`src/rtl/ir_timer_pkg.sv`:
```
package ir_timer_pkg;

    localparam int REG_ADDR_W = 8;

    // register offsets
    localparam logic [7:0] NARROW_CTRL_OFS = 8'h00;
    localparam logic [7:0] SHARED_CTRL_OFS = 8'h01;
    localparam logic [7:0] WIDE_CTRL_OFS = 8'h02;

    // narrow_timer_control fields
    localparam int NC_ENABLE = 7;
    localparam int NC_SINGLE = 6;
    localparam int NC_TIMEOUT = 5;
    localparam int NC_CLK_HI = 4;
    localparam int NC_CLK_LO = 3;
    localparam int NC_CAP_MASK = 2;
    localparam int NC_CNT_MASK = 1;
    localparam int NC_PIN_SEL = 0;

    // shared_timer_control fields
    localparam int SC_MODE = 7;
    localparam int SC_ROUTE = 6;
    localparam int SC_LOGIC_HI = 5;
    localparam int SC_LOGIC_LO = 4;
    localparam int SC_SUB_HI = 3;
    localparam int SC_SUB_LO = 2;
    localparam int SC_NARROW_LVL = 1;
    localparam int SC_WIDE_LVL = 0;

    // wide_timer_control fields
    localparam int WC_ENABLE = 7;
    localparam int WC_SINGLE = 6;
    localparam int WC_TIMEOUT = 5;
    localparam int WC_CLK_HI = 4;
    localparam int WC_CLK_LO = 3;
    localparam int WC_CAP_MASK = 2;
    localparam int WC_CNT_MASK = 1;
    localparam int WC_PIN_SEL = 0;

    // power-on values
    localparam logic [7:0] NARROW_CTRL_RST = 8'h00;
    localparam logic [7:0] SHARED_CTRL_RST = 8'h00;
    localparam logic [7:0] WIDE_CTRL_RST = 8'h00;

    // combining logic codes (transmit)
    localparam logic [1:0] LOGIC_AND = 2'h0;
    localparam logic [1:0] LOGIC_OR = 2'h1;
    localparam logic [1:0] LOGIC_NOR = 2'h2;
    localparam logic [1:0] LOGIC_NAND = 2'h3;

    // edge select codes (demodulation)
    localparam logic [1:0] EDGE_FALL = 2'h0;
    localparam logic [1:0] EDGE_RISE = 2'h1;
    localparam logic [1:0] EDGE_BOTH = 2'h2;

    // transmit submode codes
    localparam logic [1:0] SUB_NORMAL = 2'h0;
    localparam logic [1:0] SUB_ALTERNATE = 2'h1;
    localparam logic [1:0] SUB_FORCE0 = 2'h2;
    localparam logic [1:0] SUB_FORCE1 = 2'h3;

    // glitch filter codes and widths in system clocks
    localparam logic [1:0] FILT_NONE = 2'h0;
    localparam logic [1:0] FILT_SHORT = 2'h1;
    localparam logic [1:0] FILT_LONG = 2'h2;
    localparam int FILT_SHORT_CLKS = 4;
    localparam int FILT_LONG_CLKS = 8;

    localparam int PRESCALE_W = 3;

endpackage

```
`src/rtl/ir_input_conditioner.sv`:
```
`timescale 1ns/1ps
// synchroniser, glitch filter and edge detector for the demodulator input
module ir_input_conditioner
    import ir_timer_pkg::*;
(
    input wire logic clk_sys_i,
    input wire logic rst_n_i,
    input wire logic pin_i,
    input wire logic [1:0] filter_i,
    output logic rise_o,
    output logic fall_o
);
    logic sync1_q;
    logic sync2_q;
    logic level_q;
    logic [3:0] stable_q;
    logic [3:0] stable_d;
    logic [3:0] need;
    logic differs;
    logic accept;

    assign need = (filter_i == FILT_SHORT) ? 4'(FILT_SHORT_CLKS) :
                  (filter_i == FILT_LONG) ? 4'(FILT_LONG_CLKS) : 4'h0;
    assign differs = sync2_q != level_q;
    // a new level must hold for the whole filter width before it counts
    assign accept = differs && (stable_q + 4'h1 >= need);
    assign stable_d = (!differs || accept) ? 4'h0 : stable_q + 4'h1;

    always_ff @(posedge clk_sys_i)
    begin
        if (!rst_n_i)
        begin
            // reset to the idle-high level so no false edge follows reset
            sync1_q <= 1'b1;
            sync2_q <= 1'b1;
            level_q <= 1'b1;
            stable_q <= 4'h0;
            rise_o <= 1'b0;
            fall_o <= 1'b0;
        end
        else
        begin
            sync1_q <= pin_i;
            sync2_q <= sync1_q;
            stable_q <= stable_d;
            if (accept)
            begin
                level_q <= sync2_q;
            end
            rise_o <= accept && sync2_q;
            fall_o <= accept && !sync2_q;
        end
    end
endmodule // ir_input_conditioner

```
`src/rtl/ir_prescaler.sv`:
```
`timescale 1ns/1ps
// one-cycle tick at sysclk, /2, /4 or /8
module ir_prescaler
    import ir_timer_pkg::*;
(
    input wire logic clk_sys_i,
    input wire logic rst_n_i,
    input wire logic run_i,
    input wire logic [1:0] sel_i,
    output logic tick_o
);
    logic [PRESCALE_W-1:0] div_q;
    logic [PRESCALE_W-1:0] div_d;
    logic [PRESCALE_W-1:0] mask;
    logic tick_d;

    // the divider restarts whenever the counter is stopped, so the first
    // tick after enabling comes one clock after the enable, at a fixed phase
    assign div_d = run_i ? div_q + 3'h1 : 3'h0;
    assign mask = (sel_i == 2'h0) ? 3'h0 :
                  (sel_i == 2'h1) ? 3'h1 :
                  (sel_i == 2'h2) ? 3'h3 : 3'h7;
    assign tick_d = run_i && ((div_q & mask) == 3'h0);

    always_ff @(posedge clk_sys_i)
    begin
        if (!rst_n_i)
        begin
            div_q <= 3'h0;
            tick_o <= 1'b0;
        end
        else
        begin
            div_q <= div_d;
            tick_o <= tick_d;
        end
    end
endmodule // ir_prescaler

```
`src/rtl/ir_timer_control_regs.sv`:
```
`timescale 1ns/1ps
// Summary of operation
// - narrow timeout flag sets at terminal count; only writing 1 clears it
// - first prescaled tick may be partial; clear timeout before enabling
// - demodulation, capture mask set: narrow capture raises interrupt request
// - narrow counter mask set: each narrow timeout raises interrupt request
// - shared bit 7 selects transmit (0) or demodulation (1); reset 0
// - transmit: shared bit 6 routes combined pin to port or logic output
// - demodulation: shared bit 6 picks first or second input pin
// - transmit: bits 5:4 combine outputs as AND, OR, NOR, NAND
// - demodulation: bits 5:4 select falling, rising or both edges
// - transmit: bits 3:2 normal, alternating, force wide output 0 or 1
// - demodulation: bits 3:2 filter pulses under 4 or 8 clocks
// - narrow start level from bit 1; opposite level while disabled
// - demodulation: bit 1 is rise flag, set by edge, cleared by 1
// - wide start level from bit 0 in normal or alternating; opposite idle
// - demodulation: bit 0 is fall flag, set by edge, cleared by 1
// - wide bit 7 reads running state; write 1 starts, 0 stops
// - transmit: wide bit 6 chooses reload or stop at terminal count
// - demodulation: wide bit 6 chooses every edge or first edge only
// - wide timeout flag sets at terminal count; writing 1 clears
// - wide bits 4:3 select clock divide by 1, 2, 4 or 8
// - wide bit 2 enables capture request, bit 1 timeout request
module ir_timer_control_regs
    import ir_timer_pkg::*;
(
    input wire logic clk_sys_i,
    input wire logic rst_n_i,
    // register port
    input wire logic [REG_ADDR_W-1:0] reg_addr_i,
    input wire logic reg_wr_i,
    input wire logic reg_rd_i,
    input wire logic [7:0] reg_wdata_i,
    output logic [7:0] reg_rdata_o,
    // events from the counting datapaths
    input wire logic narrow_tc_i,
    input wire logic wide_tc_i,
    input wire logic narrow_capture_i,
    input wire logic wide_capture_i,
    input wire logic narrow_toggle_i,
    input wire logic wide_toggle_i,
    // controls to the counting datapaths
    output logic narrow_run_o,
    output logic wide_run_o,
    output logic narrow_tick_o,
    output logic wide_tick_o,
    output logic demod_mode_o,
    output logic narrow_single_o,
    output logic wide_single_o,
    output logic alternating_submode_o,
    output logic edge_rise_o,
    output logic edge_fall_o,
    output logic narrow_irq_o,
    output logic wide_irq_o,
    // port pins
    input wire logic first_input_pin_i,
    input wire logic second_input_pin_i,
    input wire logic [2:0] port_data_i,
    output logic narrow_out_pin_o,
    output logic wide_out_pin_o,
    output logic combined_out_pin_o,
    output logic narrow_counter_output_o,
    output logic wide_counter_output_o
);
    logic [7:0] narrow_ctrl_q;
    logic [7:0] shared_ctrl_q;
    logic [7:0] wide_ctrl_q;
    logic rise_flag_q;
    logic fall_flag_q;
    logic narrow_lvl_q;
    logic wide_lvl_q;
    logic combined_q;
    logic demod_in_q;
    logic [1:0] first_sync_q;
    logic [1:0] second_sync_q;

    logic wr_narrow;
    logic wr_shared;
    logic wr_wide;
    logic demod;
    logic narrow_en;
    logic wide_en;
    logic narrow_en_d;
    logic wide_en_d;
    logic narrow_start;
    logic wide_start;
    logic narrow_to_d;
    logic wide_to_d;
    logic rise_flag_d;
    logic fall_flag_d;
    logic narrow_lvl_d;
    logic wide_lvl_d;
    logic combined_d;
    logic [1:0] sub;
    logic [1:0] edge_sel;
    logic cond_rise;
    logic cond_fall;
    logic rise_hit;
    logic fall_hit;
    logic [7:0] shared_rd;
    logic [7:0] rdata_d;
    logic [7:0] narrow_ctrl_d;
    logic [7:0] shared_ctrl_d;
    logic [7:0] wide_ctrl_d;

    assign wr_narrow = reg_wr_i && (reg_addr_i == NARROW_CTRL_OFS);
    assign wr_shared = reg_wr_i && (reg_addr_i == SHARED_CTRL_OFS);
    assign wr_wide = reg_wr_i && (reg_addr_i == WIDE_CTRL_OFS);

    assign demod = shared_ctrl_q[SC_MODE];
    assign narrow_en = narrow_ctrl_q[NC_ENABLE];
    assign wide_en = wide_ctrl_q[WC_ENABLE];
    assign sub = shared_ctrl_q[SC_SUB_HI:SC_SUB_LO];
    assign edge_sel = shared_ctrl_q[SC_LOGIC_HI:SC_LOGIC_LO];

    // single pass in transmit stops the counter at terminal count
    assign narrow_en_d = wr_narrow ? reg_wdata_i[NC_ENABLE] :
        (narrow_en && !(narrow_tc_i && !demod && narrow_ctrl_q[NC_SINGLE]));
    assign wide_en_d = wr_wide ? reg_wdata_i[WC_ENABLE] :
        (wide_en && !(wide_tc_i && !demod && wide_ctrl_q[WC_SINGLE]));
    assign narrow_start = narrow_en_d && !narrow_en;
    assign wide_start = wide_en_d && !wide_en;

    // set wins over a clearing write in the same cycle
    assign narrow_to_d = narrow_tc_i || (narrow_ctrl_q[NC_TIMEOUT] &&
        !(wr_narrow && reg_wdata_i[NC_TIMEOUT]));
    assign wide_to_d = wide_tc_i || (wide_ctrl_q[WC_TIMEOUT] &&
        !(wr_wide && reg_wdata_i[WC_TIMEOUT]));

    assign narrow_ctrl_d = {narrow_en_d, reg_wdata_i[6], narrow_to_d,
        reg_wdata_i[4:0]};
    assign wide_ctrl_d = {wide_en_d, reg_wdata_i[6], wide_to_d,
        reg_wdata_i[4:0]};
    // bits 1:0 of the shared register keep the start levels only
    assign shared_ctrl_d = {reg_wdata_i[7:2],
        (demod ? shared_ctrl_q[1:0] : reg_wdata_i[1:0])};

    // edge qualification; code 11 is reserved and detects nothing
    assign cond_rise = (edge_sel == EDGE_RISE) || (edge_sel == EDGE_BOTH);
    assign cond_fall = (edge_sel == EDGE_FALL) || (edge_sel == EDGE_BOTH);

    ir_input_conditioner u_input
    (
        .clk_sys_i(clk_sys_i),
        .rst_n_i(rst_n_i),
        .pin_i(demod_in_q),
        .filter_i(sub),
        .rise_o(rise_hit),
        .fall_o(fall_hit)
    );

    assign rise_flag_d = (demod && cond_rise && rise_hit) || (rise_flag_q &&
        !(wr_shared && demod && reg_wdata_i[SC_NARROW_LVL]));
    assign fall_flag_d = (demod && cond_fall && fall_hit) || (fall_flag_q &&
        !(wr_shared && demod && reg_wdata_i[SC_WIDE_LVL]));

    // counter output levels: idle at the opposite of the start level unless wide is forced
    assign narrow_lvl_d = !narrow_en_d ? !shared_ctrl_q[SC_NARROW_LVL] :
        narrow_start ? shared_ctrl_q[SC_NARROW_LVL] :
        (narrow_lvl_q ^ narrow_toggle_i);
    assign wide_lvl_d = (sub == SUB_FORCE0) ? 1'b0 :
        (sub == SUB_FORCE1) ? 1'b1 :
        !wide_en_d ? !shared_ctrl_q[SC_WIDE_LVL] :
        wide_start ? shared_ctrl_q[SC_WIDE_LVL] :
        (wide_lvl_q ^ wide_toggle_i);

    assign combined_d = (edge_sel == LOGIC_AND) ? (narrow_lvl_q & wide_lvl_q) :
        (edge_sel == LOGIC_OR) ? (narrow_lvl_q | wide_lvl_q) :
        (edge_sel == LOGIC_NOR) ? !(narrow_lvl_q | wide_lvl_q) :
        !(narrow_lvl_q & wide_lvl_q);

    assign shared_rd = demod ?
        {shared_ctrl_q[7:2], rise_flag_q, fall_flag_q} : shared_ctrl_q;

    assign rdata_d = !reg_rd_i ? 8'h00 :
        (reg_addr_i == NARROW_CTRL_OFS) ? narrow_ctrl_q :
        (reg_addr_i == SHARED_CTRL_OFS) ? shared_rd :
        (reg_addr_i == WIDE_CTRL_OFS) ? wide_ctrl_q : 8'h00;

    ir_prescaler u_narrow_pre
    (
        .clk_sys_i(clk_sys_i),
        .rst_n_i(rst_n_i),
        .run_i(narrow_en),
        .sel_i(narrow_ctrl_q[NC_CLK_HI:NC_CLK_LO]),
        .tick_o(narrow_tick_o)
    );

    ir_prescaler u_wide_pre
    (
        .clk_sys_i(clk_sys_i),
        .rst_n_i(rst_n_i),
        .run_i(wide_en),
        .sel_i(wide_ctrl_q[WC_CLK_HI:WC_CLK_LO]),
        .tick_o(wide_tick_o)
    );

    always_ff @(posedge clk_sys_i)
    begin
        if (!rst_n_i)
        begin
            narrow_ctrl_q <= NARROW_CTRL_RST;
            shared_ctrl_q <= SHARED_CTRL_RST;
            wide_ctrl_q <= WIDE_CTRL_RST;
            rise_flag_q <= 1'b0;
            fall_flag_q <= 1'b0;
        end
        else
        begin
            if (wr_narrow)
            begin
                narrow_ctrl_q <= narrow_ctrl_d;
            end
            else
            begin
                narrow_ctrl_q[NC_ENABLE] <= narrow_en_d;
                narrow_ctrl_q[NC_TIMEOUT] <= narrow_to_d;
            end
            if (wr_shared)
            begin
                shared_ctrl_q <= shared_ctrl_d;
            end
            if (wr_wide)
            begin
                wide_ctrl_q <= wide_ctrl_d;
            end
            else
            begin
                wide_ctrl_q[WC_ENABLE] <= wide_en_d;
                wide_ctrl_q[WC_TIMEOUT] <= wide_to_d;
            end
            rise_flag_q <= rise_flag_d;
            fall_flag_q <= fall_flag_d;
        end
    end

    // both pins pass two flops before the source mux, so switching the
    // source never looks at a raw asynchronous level; idle level is high
    always_ff @(posedge clk_sys_i)
    begin
        if (!rst_n_i)
        begin
            first_sync_q <= 2'h3;
            second_sync_q <= 2'h3;
            demod_in_q <= 1'b1;
        end
        else
        begin
            first_sync_q <= {first_sync_q[0], first_input_pin_i};
            second_sync_q <= {second_sync_q[0], second_input_pin_i};
            demod_in_q <= shared_ctrl_q[SC_ROUTE] ?
                second_sync_q[1] : first_sync_q[1];
        end
    end

    always_ff @(posedge clk_sys_i)
    begin
        if (!rst_n_i)
        begin
            narrow_lvl_q <= 1'b1;
            wide_lvl_q <= 1'b1;
            combined_q <= 1'b0;
        end
        else
        begin
            narrow_lvl_q <= narrow_lvl_d;
            wide_lvl_q <= wide_lvl_d;
            combined_q <= combined_d;
        end
    end

    always_ff @(posedge clk_sys_i)
    begin
        if (!rst_n_i)
        begin
            reg_rdata_o <= 8'h00;
            narrow_run_o <= 1'b0;
            wide_run_o <= 1'b0;
            demod_mode_o <= 1'b0;
            narrow_single_o <= 1'b0;
            wide_single_o <= 1'b0;
            alternating_submode_o <= 1'b0;
            edge_rise_o <= 1'b0;
            edge_fall_o <= 1'b0;
            narrow_irq_o <= 1'b0;
            wide_irq_o <= 1'b0;
            narrow_out_pin_o <= 1'b0;
            wide_out_pin_o <= 1'b0;
            combined_out_pin_o <= 1'b0;
            narrow_counter_output_o <= 1'b1;
            wide_counter_output_o <= 1'b1;
        end
        else
        begin
            reg_rdata_o <= rdata_d;
            narrow_run_o <= narrow_en;
            wide_run_o <= wide_en;
            demod_mode_o <= demod;
            narrow_single_o <= narrow_ctrl_q[NC_SINGLE];
            wide_single_o <= wide_ctrl_q[WC_SINGLE];
            // selecting normal ends alternating operation at once
            alternating_submode_o <= !demod && (sub == SUB_ALTERNATE);
            edge_rise_o <= demod && cond_rise && rise_hit;
            edge_fall_o <= demod && cond_fall && fall_hit;
            narrow_irq_o <= (narrow_tc_i && narrow_ctrl_q[NC_CNT_MASK]) ||
                (demod && narrow_capture_i &&
                narrow_ctrl_q[NC_CAP_MASK]);
            wide_irq_o <= (wide_tc_i && wide_ctrl_q[WC_CNT_MASK]) ||
                (demod && wide_capture_i && wide_ctrl_q[WC_CAP_MASK]);
            narrow_out_pin_o <= narrow_ctrl_q[NC_PIN_SEL] ?
                narrow_lvl_q : port_data_i[0];
            wide_out_pin_o <= wide_ctrl_q[WC_PIN_SEL] ?
                wide_lvl_q : port_data_i[1];
            combined_out_pin_o <= (!demod && shared_ctrl_q[SC_ROUTE]) ?
                combined_q : port_data_i[2];
            narrow_counter_output_o <= narrow_lvl_q;
            wide_counter_output_o <= wide_lvl_q;
        end
    end
endmodule // ir_timer_control_regs

```
`config.mk`:
```
export PLATFORM = sky130hd
export DESIGN_NAME = ir_timer_control_regs
export DESIGN_NICKNAME = d
export VERILOG_FILES = /design/src/rtl/ir_timer_pkg.sv /design/src/rtl/ir_input_conditioner.sv /design/src/rtl/ir_prescaler.sv /design/src/rtl/ir_timer_control_regs.sv
export SDC_FILE = /design/constraint.sdc
export NUM_CORES = 1
export LEC_CHECK = 0
export ABC_AREA = 1
export ABC_CLOCK_PERIOD_IN_PS = 1800
export BUFFER_PORTS_ARGS = -buffer_cell sky130_fd_sc_hd__buf_2
export CORE_MARGIN = 2
export CORE_UTILIZATION = 54
export CTS_CLUSTER_DIAMETER = 120
export DETAILED_ROUTE_END_ITERATION = 12
export MAX_ROUTING_LAYER = met4
export PLACE_DENSITY = 0.79
export SYNTH_ARGS = -nofsm -noshare
export SYNTH_HDL_FRONTEND = slang
export SYNTH_SLANG_ARGS = --single-unit
```
`constraint.sdc`:
```
create_clock -name clk_sys_i -period 1.8 [get_ports clk_sys_i]
set_input_delay 0.45 -clock clk_sys_i [delete_from_list [all_inputs] [get_ports clk_sys_i]]
set_output_delay 0.45 -clock clk_sys_i [all_outputs]
set_load 0.02 [all_outputs]
```
Word level (Yosys, flattened, before mapping):

Index checks and enable logic that the tools add are counted.

* logic and storage cells: 163
* memory bits (writable): 0
* bits in latches: 0
* memory bits (read-only): 0
* output and inout port bits: 25
* input bits: 31
* memories kept: 0
* register bits: 74

* shift-type cells: 0
* muxes and demuxes: 27
* divide/modulo/power cells: 0
* $mul: 0
* add/sub/neg operators: 3
* reductions and logical operators: 72
* eq/ne operators: 12
* magnitude comparators: 1
* bitwise operators: 8

Operators with widths (count)
* $logic_and 1x1->1: 37
* $mux 8: 4
* $mux 3: 6
* $logic_not 1->1: 15
* $mux 1: 15
* $eq 2x2->1 const B: 5
* $logic_or 1x1->1: 9
* $eq 2x1->1 const B: 4
* $eq 8x1->1 const B: 1
* $eq 8x2->1 const B: 1
* $logic_not 8->1: 1
* $mux 4: 2
* $reduce_and 2->1: 4
* $add 3x1->3 const B: 2
* $and 3x3->3: 2
* $logic_not 2->1: 3
* $logic_not 3->1: 2
* $add 4x1->4 const B: 1
* $ge 4x4->1: 1
* $not 1->1: 2
* $reduce_or 2->1: 1
* $xor 1x1->1: 2
* $and 1x1->1: 1
* $ne 1x1->1: 1
* $or 1x1->1: 1

Logic depth before layout (Yosys ltp):

Gate-level depths: netlist (run 1).

* word-level depth: 11
* depth in mapped cells: 10
* mapped depth without buffers: 10

Hierarchy:

A second synthesis (run 1) with hierarchy kept.

* cell total of the unflattened synthesis: 387
* area, all modules: 3078.0 um2

By module, submodules not included
* ir_timer_control_regs: cells an instance 300, sequential area each 1141.1 um2, area an instance 2356.0 um2, instances 1
* ir_input_conditioner: cells an instance 53, sequential area each 180.2 um2, area an instance 414.1 um2, instances 1
* ir_prescaler: cells an instance 17, sequential area each 80.1 um2, area an instance 153.9 um2, instances 2

Worst setup path before layout (run 1):

Ideal clock, no wire load.

* kind: reg2reg
* start: reg u_input.stable_q[0]
* end: reg u_input.level_q
* data required time: 1670 ps
* path slack: 248 ps
* cell stages (with the launch flop): 10
* period minus slack after synthesis: 1552 ps
* path buffers: 0
* data arrival time: 1422 ps
* library setup time: 130 ps
* path through: dfxtp_1 > ha_1 > xnor2_1 > ha_1 > nand2_1 > nand2_1 > a21oi_1 > nor2_1 > nand2_1 > nand3_1

* longest elaborated chain between the ends: 3

Ends and longest elaborated chain
* start, declared: line ir_input_conditioner.sv:16 `logic [3:0] stable_q;`
* start signal, assigned: line ir_input_conditioner.sv:45 `stable_q <= stable_d;`
* $add 4x1->4: line ir_input_conditioner.sv:26 `assign accept = differs && (stable_q + 4'h1 >= need);`
* $ge 4x4->1: line ir_input_conditioner.sv:26
* $logic_and 1x1->1: line ir_input_conditioner.sv:26
* end signal, assigned: line ir_input_conditioner.sv:48 `level_q <= sync2_q;`
* end, declared: line ir_input_conditioner.sv:15 `logic level_q;`

No other way between the ends.
A chain may end at the register's enable or synchronous reset.

Worst setup path in the final report (run 1):

Ends and elaborated chain as after synthesis.

==> results of run 1 <==
==> power by group through the flow <==
stage          clock, W  combinational [W]  sequential (W)
2_1_floorplan         0          0.0000539         0.00170
3_3_place_gp          0           0.000120         0.00169
3_5_place_dp          0           0.000122         0.00169
4_1_cts         0.00128           0.000123         0.00166
5_1_grt         0.00135           0.000137         0.00166
6_report        0.00126           0.000123         0.00166
==> per-layer routing <==
| layer | part of all wire, % | routed length (um) |
|---|---|---|
| met1 | 43 | 2650 |
| met4 | 2.0 | 123 |
| met5 | 0 | 0 |
| met2 | 49 | 3010 |
| met3 | 6.4 | 398 |
==> per-stage QoR <==
stage	area, sq um	setup WS (ns)	power (W)
6_report	3470	0.158	0.00304
5_1_grt	3470	-0.0102	0.00314
4_1_cts	3440	0.0755	0.00306
3_5_place_dp	3250	0.0779	0.00182
3_3_place_gp	3250	0.203	0.00181
2_1_floorplan	2880	0.248	0.00175
==> kinds of logic after synthesis <==
logic type,after synthesis,share of synthesized area [%]
buffers and inverters,50,6.83
AND/OR/NAND/NOR,144,23.1
adder cells (fa/ha/maj),9,3.91
AO/OA/AOI/OAI,71,13.2
XOR/XNOR,5,1.52
flip-flops,74,51.5
==> flip-flops by register name, summed over array words and instances (netlist names), 2 cells and up <==
name and cells:
narrow_ctrl_q 8, reg_rdata_o 8, shared_ctrl_q 8, wide_ctrl_q 8
u_input.stable_q 4, u_narrow_pre.div_q 3, u_wide_pre.div_q 3, first_sync_q 2
second_sync_q 2
==> how the worst max path moves through the flow <==
| stage | from | to | slack [ns] | depth (start not counted) |
|---|---|---|---|---|
| detailed placement | u_input.stable_q[0] | u_input.level_q | 0.08 | 9 |
| finish | u_input.stable_q[0] | u_input.level_q | 0.16 | 9 |
| floorplan | u_input.stable_q[0] | u_input.level_q | 0.25 | 9 |
| global placement | u_input.stable_q[0] | u_input.level_q | 0.20 | 9 |
| global route | u_input.stable_q[0] | u_input.level_q | -0.01 | 9 |
| CTS | u_input.stable_q[0] | u_input.level_q | 0.08 | 9 |
==> cell usage after synthesis, types with 2 or more instances <==
library cell,n,area [sq um]
dfxtp_1,74,1480
nand2_1,71,267
inv_1,40,150
nor2_1,31,116
a21oi_1,30,150
o21ai_0,29,145
nand3_1,23,115
ha_1,9,113
a31oi_1,6,37.5
or2_2,6,37.5
clkbuf_1,5,18.8
xnor2_1,5,43.8
nand2_2,3,18.8
nor2_4,3,33.8
a311oi_1,2,17.5
inv_2,2,7.51
nand3_2,2,20.0
nor4_1,2,12.5
o22ai_1,2,12.5
==> area by class of cell <==
type	count	area share, %
tap	70	2.53
clock inverter	5	1.59
multi-input combinational	229	35.0
clock buffer	10	3.97
inverter	43	4.69
timing repair buffer	62	9.46
sequential	74	42.8
==> repair_timing <==
action,CTS,global route
buffers inserted,0,1
endpoints found under the setup margin,0,6
gates resized for setup,0,4
==> worst reg2reg max path: stages (launching register included) <==
cell,delay [ns]
dfxtp_2,0.34
ha_2,0.19
xnor2_2,0.14
ha_1,0.29
nand2_1,0.06
nand2_1,0.05
a21oi_2,0.21
nor2_1,0.06
nand2_1,0.08
nand3_1,0.09
==> flow_metrics.env, run 1 <==
export IMPL_power_switching_w=0.000671
export IMPL_critPathKind="register to register"
export IMPL_swShare_pct=22.1
export IMPL_first_pass_iters=4
export IMPL_placedCellCount=477
export IMPL_grt_usage_pct=24.0
export IMPL_cp_slowest_stage_delay_ns=0.34
export IMPL_stdcell_count=493
export IMPL_synth_warnings=0
export IMPL_hold_violations=0
export IMPL_tightest_slew_ns=0.304
export IMPL_met1_usage_pct=29.1
export IMPL_synthToLayoutAreaGrowth_pct=20.5
export IMPL_crit_arrival_ns=1.87
export IMPL_whs_path_depth=2
export IMPL_ir_worst_vdd_uv=887
export IMPL_wl_per_cell_um=12.5
export IMPL_fin_skew_ns=0.00578
export IMPL_vias_per_cell=5.03
export IMPL_numPortBuffers=55
export IMPL_p_int_w=0.00236
export IMPL_routed_wirelength_mm=6.18
export IMPL_diodes=0
export IMPL_ys_async_sr_fraction_pct=0
export IMPL_grt_overflow=0
export IMPL_drive_above_1_share_pct=23.6
export IMPL_synth_fp_nets=393
export IMPL_synth_flop_cell="dfxtp_1"
export IMPL_timing_fmax_mhz=609
export IMPL_io_pins=56
export IMPL_numCtsBuffers=9
export IMPL_finalCritPeriodShare_pct=91.2
export IMPL_setup_tns_final_ns=0
export IMPL_h_tree_depth=3
export IMPL_worstSkewPairLatency_ns=0.35
export IMPL_relSlewSlack_pct=79.7
export IMPL_num_vias=2478
export IMPL_use_met2_pct=37.5
export IMPL_synth_edf_count=0
export IMPL_reg2reg_depth=9
export IMPL_avgSynthCellArea_sq_um=8.15
export IMPL_fin_hold_ws_ns=0.283
export IMPL_seq_power_share_pct=54.6
export IMPL_grt_pass1_vias=2381
export IMPL_antenna_found_initial=0
export IMPL_final_common_cell="dfxtp_1"
export IMPL_leakage_nw=1.60
export IMPL_slew_viol_final=0
export IMPL_die_y_um=77.0
export IMPL_crit_family="adder cells"
export IMPL_r2r_end="u_input.level_q"
export IMPL_fp_coreArea_sq_mm=0.00514
export IMPL_fill_cells=471
export IMPL_final_cell_mix="73 x dfxtp_1, 71 x nand2_1, 55 x buf_2, 40 x inv_1, 31 x nor2_1"
export IMPL_worstSetupEndpointType="register"
export IMPL_synth_seq_area_share_pct=51.5
export IMPL_path_cells="ha_2, xnor2_2, ha_1, nand2_1, nand2_1, a21oi_2, nor2_1, nand2_1, nand3_1"
export IMPL_placement_rows=26
export IMPL_multiInputGateArea_sq_mm=0.00121
export IMPL_gp_congestion=0.850
export IMPL_cp_data_required_time_ns=2.03
export IMPL_cts_max_path_buffers=2
export IMPL_ys_types=27
export IMPL_tritoncts="built"
export IMPL_critical_path_slowest_cell="dfxtp_2"
export IMPL_drcViolationCount=0
export IMPL_cp_max_fo=4
export IMPL_drv_cap=0
export IMPL_seq_area_sq_mm=0.00148
export IMPL_min_path_type="input pin to register"
export IMPL_holdPathEnd="second_sync_q[0]"
export IMPL_netlist_area_sq_mm=0.00288
export IMPL_worstPathBufferInverterCount=0
export IMPL_worstHoldStart="second_input_pin_i"
export IMPL_synth_seq_cells=74
export IMPL_use_met3_pct=4.71
export IMPL_drtIter0Drc=144
export IMPL_r2r_setup_slack_ns=0.16
export IMPL_final_util_pct=67.4
export IMPL_fin_nets=459
export IMPL_pwr_share_comb_pct=4.0
export IMPL_rr_startpoint="u_input.stable_q[0]"
export IMPL_path_clk_slew_ns=0.07
export IMPL_root_buffer="clkbuf_8"
export IMPL_status="complete, no violations"
export IMPL_final_setup_viol_count=0
export IMPL_period_minus_slack_ns=1.64
export IMPL_crit_path_start_kind="register"
export IMPL_drtAntennaViolNets=0
export IMPL_cts_sinks=74
export IMPL_netlist_instances=353
export IMPL_grt_pass1_wl_mm=10.8
export IMPL_die_width_um=77.0
export IMPL_power_density_mw_per_mm2=876
export IMPL_busiest_layer="met2"
export IMPL_initial_core_util_pct=56.0
export IMPL_clockPowerShare_pct=41.4
export IMPL_cpMostUsedCell="nand2_1"
export IMPL_hold_buffers=0
export IMPL_grt_max_degree=34
export IMPL_die_area_sq_mm=0.00593
export IMPL_dp_hpwl_mm=4.55
Power figures use the tool's default switching activity.
==> run 2: changes to the inputs <==
==> constraint.sdc (replaced) <==
create_clock -name clk_sys_i -period 1.8 [get_ports clk_sys_i]
set_input_delay 0.18 -clock clk_sys_i [delete_from_list [all_inputs] [get_ports clk_sys_i]]
set_output_delay 0.18 -clock clk_sys_i [all_outputs]
set_load 0.02 [all_outputs]
==> run 2 against run 1 <==
Compared with the run above:
- combinational power is essentially flat
- non-clock buffer count shrank 4
- wire length shrank 1.3%
- critical path type unchanged
- critical endpoint unchanged
- largest cell class unchanged
- critical path depth is the same
- clock power grew 3%
- highest routed layer unchanged
==> flow_metrics.env, run 2 (synthesis results as in run 1) <==
export IMPL_r2r_setup_slack_ns=0.15
export IMPL_num_vias=2455
export IMPL_leakage_nw=1.60
export IMPL_drv_cap=0
export IMPL_drive_above_1_share_pct=22.0
export IMPL_grt_overflow=0
export IMPL_antenna_found_initial=0
export IMPL_slew_viol_final=0
export IMPL_ir_worst_vdd_uv=548
export IMPL_root_buffer="clkbuf_8"
export IMPL_cts_sinks=74
export IMPL_min_path_type="input pin to register"
export IMPL_whs_path_depth=2
export IMPL_drtAntennaViolNets=0
export IMPL_hold_buffers=0
export IMPL_holdPathEnd="first_sync_q[0]"
export IMPL_grt_pass1_wl_mm=10.1
export IMPL_finalCritPeriodShare_pct=91.8
export IMPL_routed_wirelength_mm=6.10
export IMPL_diodes=0
export IMPL_io_pins=56
export IMPL_worstSetupEndpointType="register"
export IMPL_hold_violations=0
export IMPL_vias_per_cell=5.02
export IMPL_finalPower_w=0.00308
export IMPL_power_density_mw_per_mm2=895
export IMPL_numCtsBuffers=9
export IMPL_cp_data_required_time_ns=2.02
export IMPL_synthToLayoutAreaGrowth_pct=19.7
export IMPL_die_width_um=77.0
export IMPL_first_pass_iters=5
export IMPL_wl_per_cell_um=12.5
export IMPL_grt_max_degree=34
export IMPL_final_setup_viol_count=0
export IMPL_period_minus_slack_ns=1.65
export IMPL_crit_path_start_kind="register"
export IMPL_rsz0062_at_grt="false"
export IMPL_initial_core_util_pct=56.0
export IMPL_gp_congestion=0.889
export IMPL_relSlewSlack_pct=80.1
export IMPL_die_y_um=77.0
export IMPL_grt_pass1_vias=2251
export IMPL_critPathKind="register to register"
export IMPL_numPortBuffers=55
export IMPL_path_clk_slew_ns=0.07
export IMPL_drtIter0Drc=193
export IMPL_cp_max_fo=4
export IMPL_fp_coreArea_sq_mm=0.00514
export IMPL_fill_cells=451
export IMPL_fin_skew_ns=0.00639
export IMPL_cts_max_path_buffers=2
export IMPL_timing_fmax_mhz=605
export IMPL_tightest_slew_ns=0.298
export IMPL_fin_nets=455
export IMPL_h_tree_depth=3
export IMPL_setup_tns_final_ns=0
export IMPL_worstSkewPairLatency_ns=0.34
export IMPL_r2r_end="u_input.level_q"
export IMPL_worstHoldStart="first_input_pin_i"
export IMPL_reg2reg_depth=9
export IMPL_final_common_cell="dfxtp_1"
export IMPL_crit_arrival_ns=1.88
export IMPL_grt_usage_pct=22.4
export IMPL_status="complete, no violations"
export IMPL_die_area_sq_mm=0.00593
export IMPL_dp_hpwl_mm=4.39
export IMPL_final_cell_mix="74 x dfxtp_1, 71 x nand2_1, 55 x buf_2, 40 x inv_1, 31 x nor2_1"
export IMPL_placement_rows=26
export IMPL_rr_startpoint="u_input.stable_q[0]"
export IMPL_drcViolationCount=0
export IMPL_tritoncts="built"
-- run 2: metal layers --
layer / up-vias / part of all wire, % / global-route usage (%)
li1: 1266 / - / -
met4: 0 / 2.1 / 10.5
met2: 76 / 47 / 36.8
met1: 1101 / 45 / 25.9
met5: - / 0 / -
met3: 12 / 5.9 / 5.18
-- run 2: critical path, stage by stage, from the launching register on --
cell	delay [ns]
dfxtp_1	0.34
ha_1	0.21
xnor2_1	0.20
ha_1	0.26
nand2_1	0.06
nand2_1	0.08
a21oi_4	0.17
nor2_1	0.06
nand2_1	0.08
nand3_1	0.07
-- run 2: where the power goes --
group | switching (W) | total (W) | leakage [nW] | internal, W
Clock | 0.000560 | 0.00130 | 0.106 | 0.000745
Combinational | 0.0000750 | 0.000121 | 0.893 | 0.0000465
Sequential | 0.00000535 | 0.00166 | 0.599 | 0.00165
-- run 2: worst max-delay path by stage --
stage,start,end,slack (ns),cells after the start
3_3_place_gp,u_input.stable_q[0],u_input.level_q,0.19,9
6_report,u_input.stable_q[0],u_input.level_q,0.15,9
4_1_cts,u_input.stable_q[0],u_input.stable_q[3],0.08,8
5_1_grt,u_input.stable_q[0],u_input.level_q,0.002,9
3_5_place_dp,u_input.stable_q[0],u_input.stable_q[3],0.09,8
2_1_floorplan,u_input.stable_q[0],u_input.level_q,0.25,9
-- run 2: metrics by stage --
stage | hold WS, ns | area (sq um) | util [%] | cells | worst slack, ns
floorplan | 0.287 | 2880 | - | 353 | 0.248
global placement | 0.368 | 3230 | 62.8 | 474 | 0.186
detailed placement | 0.372 | 3230 | 62.8 | 474 | 0.0889
CTS | 0.0122 | 3430 | 66.8 | 489 | 0.0787
global route | 0.00926 | 3440 | 67.0 | 489 | 0.00182
finish | 0.0217 | 3440 | 67.0 | 489 | 0.147
-- run 2: repair_timing --
action | in CTS | in global routing
setup endpoints to repair | 0 | 6
hold endpoints to repair | 0 | 0
resized for setup | 0 | 2
setup buffers | 0 | 0
-- run 2: layout make-up --
class	instances	area, sq um	share of cell area [%]
sequential	74	1480	43.0
multi-input combinational	229	1210	35.1
timing repair buffer	58	298	8.65
clock buffer	13	169	4.91
inverter	43	163	4.72
tap	70	87.6	2.54
clock inverter	2	35.0	1.02
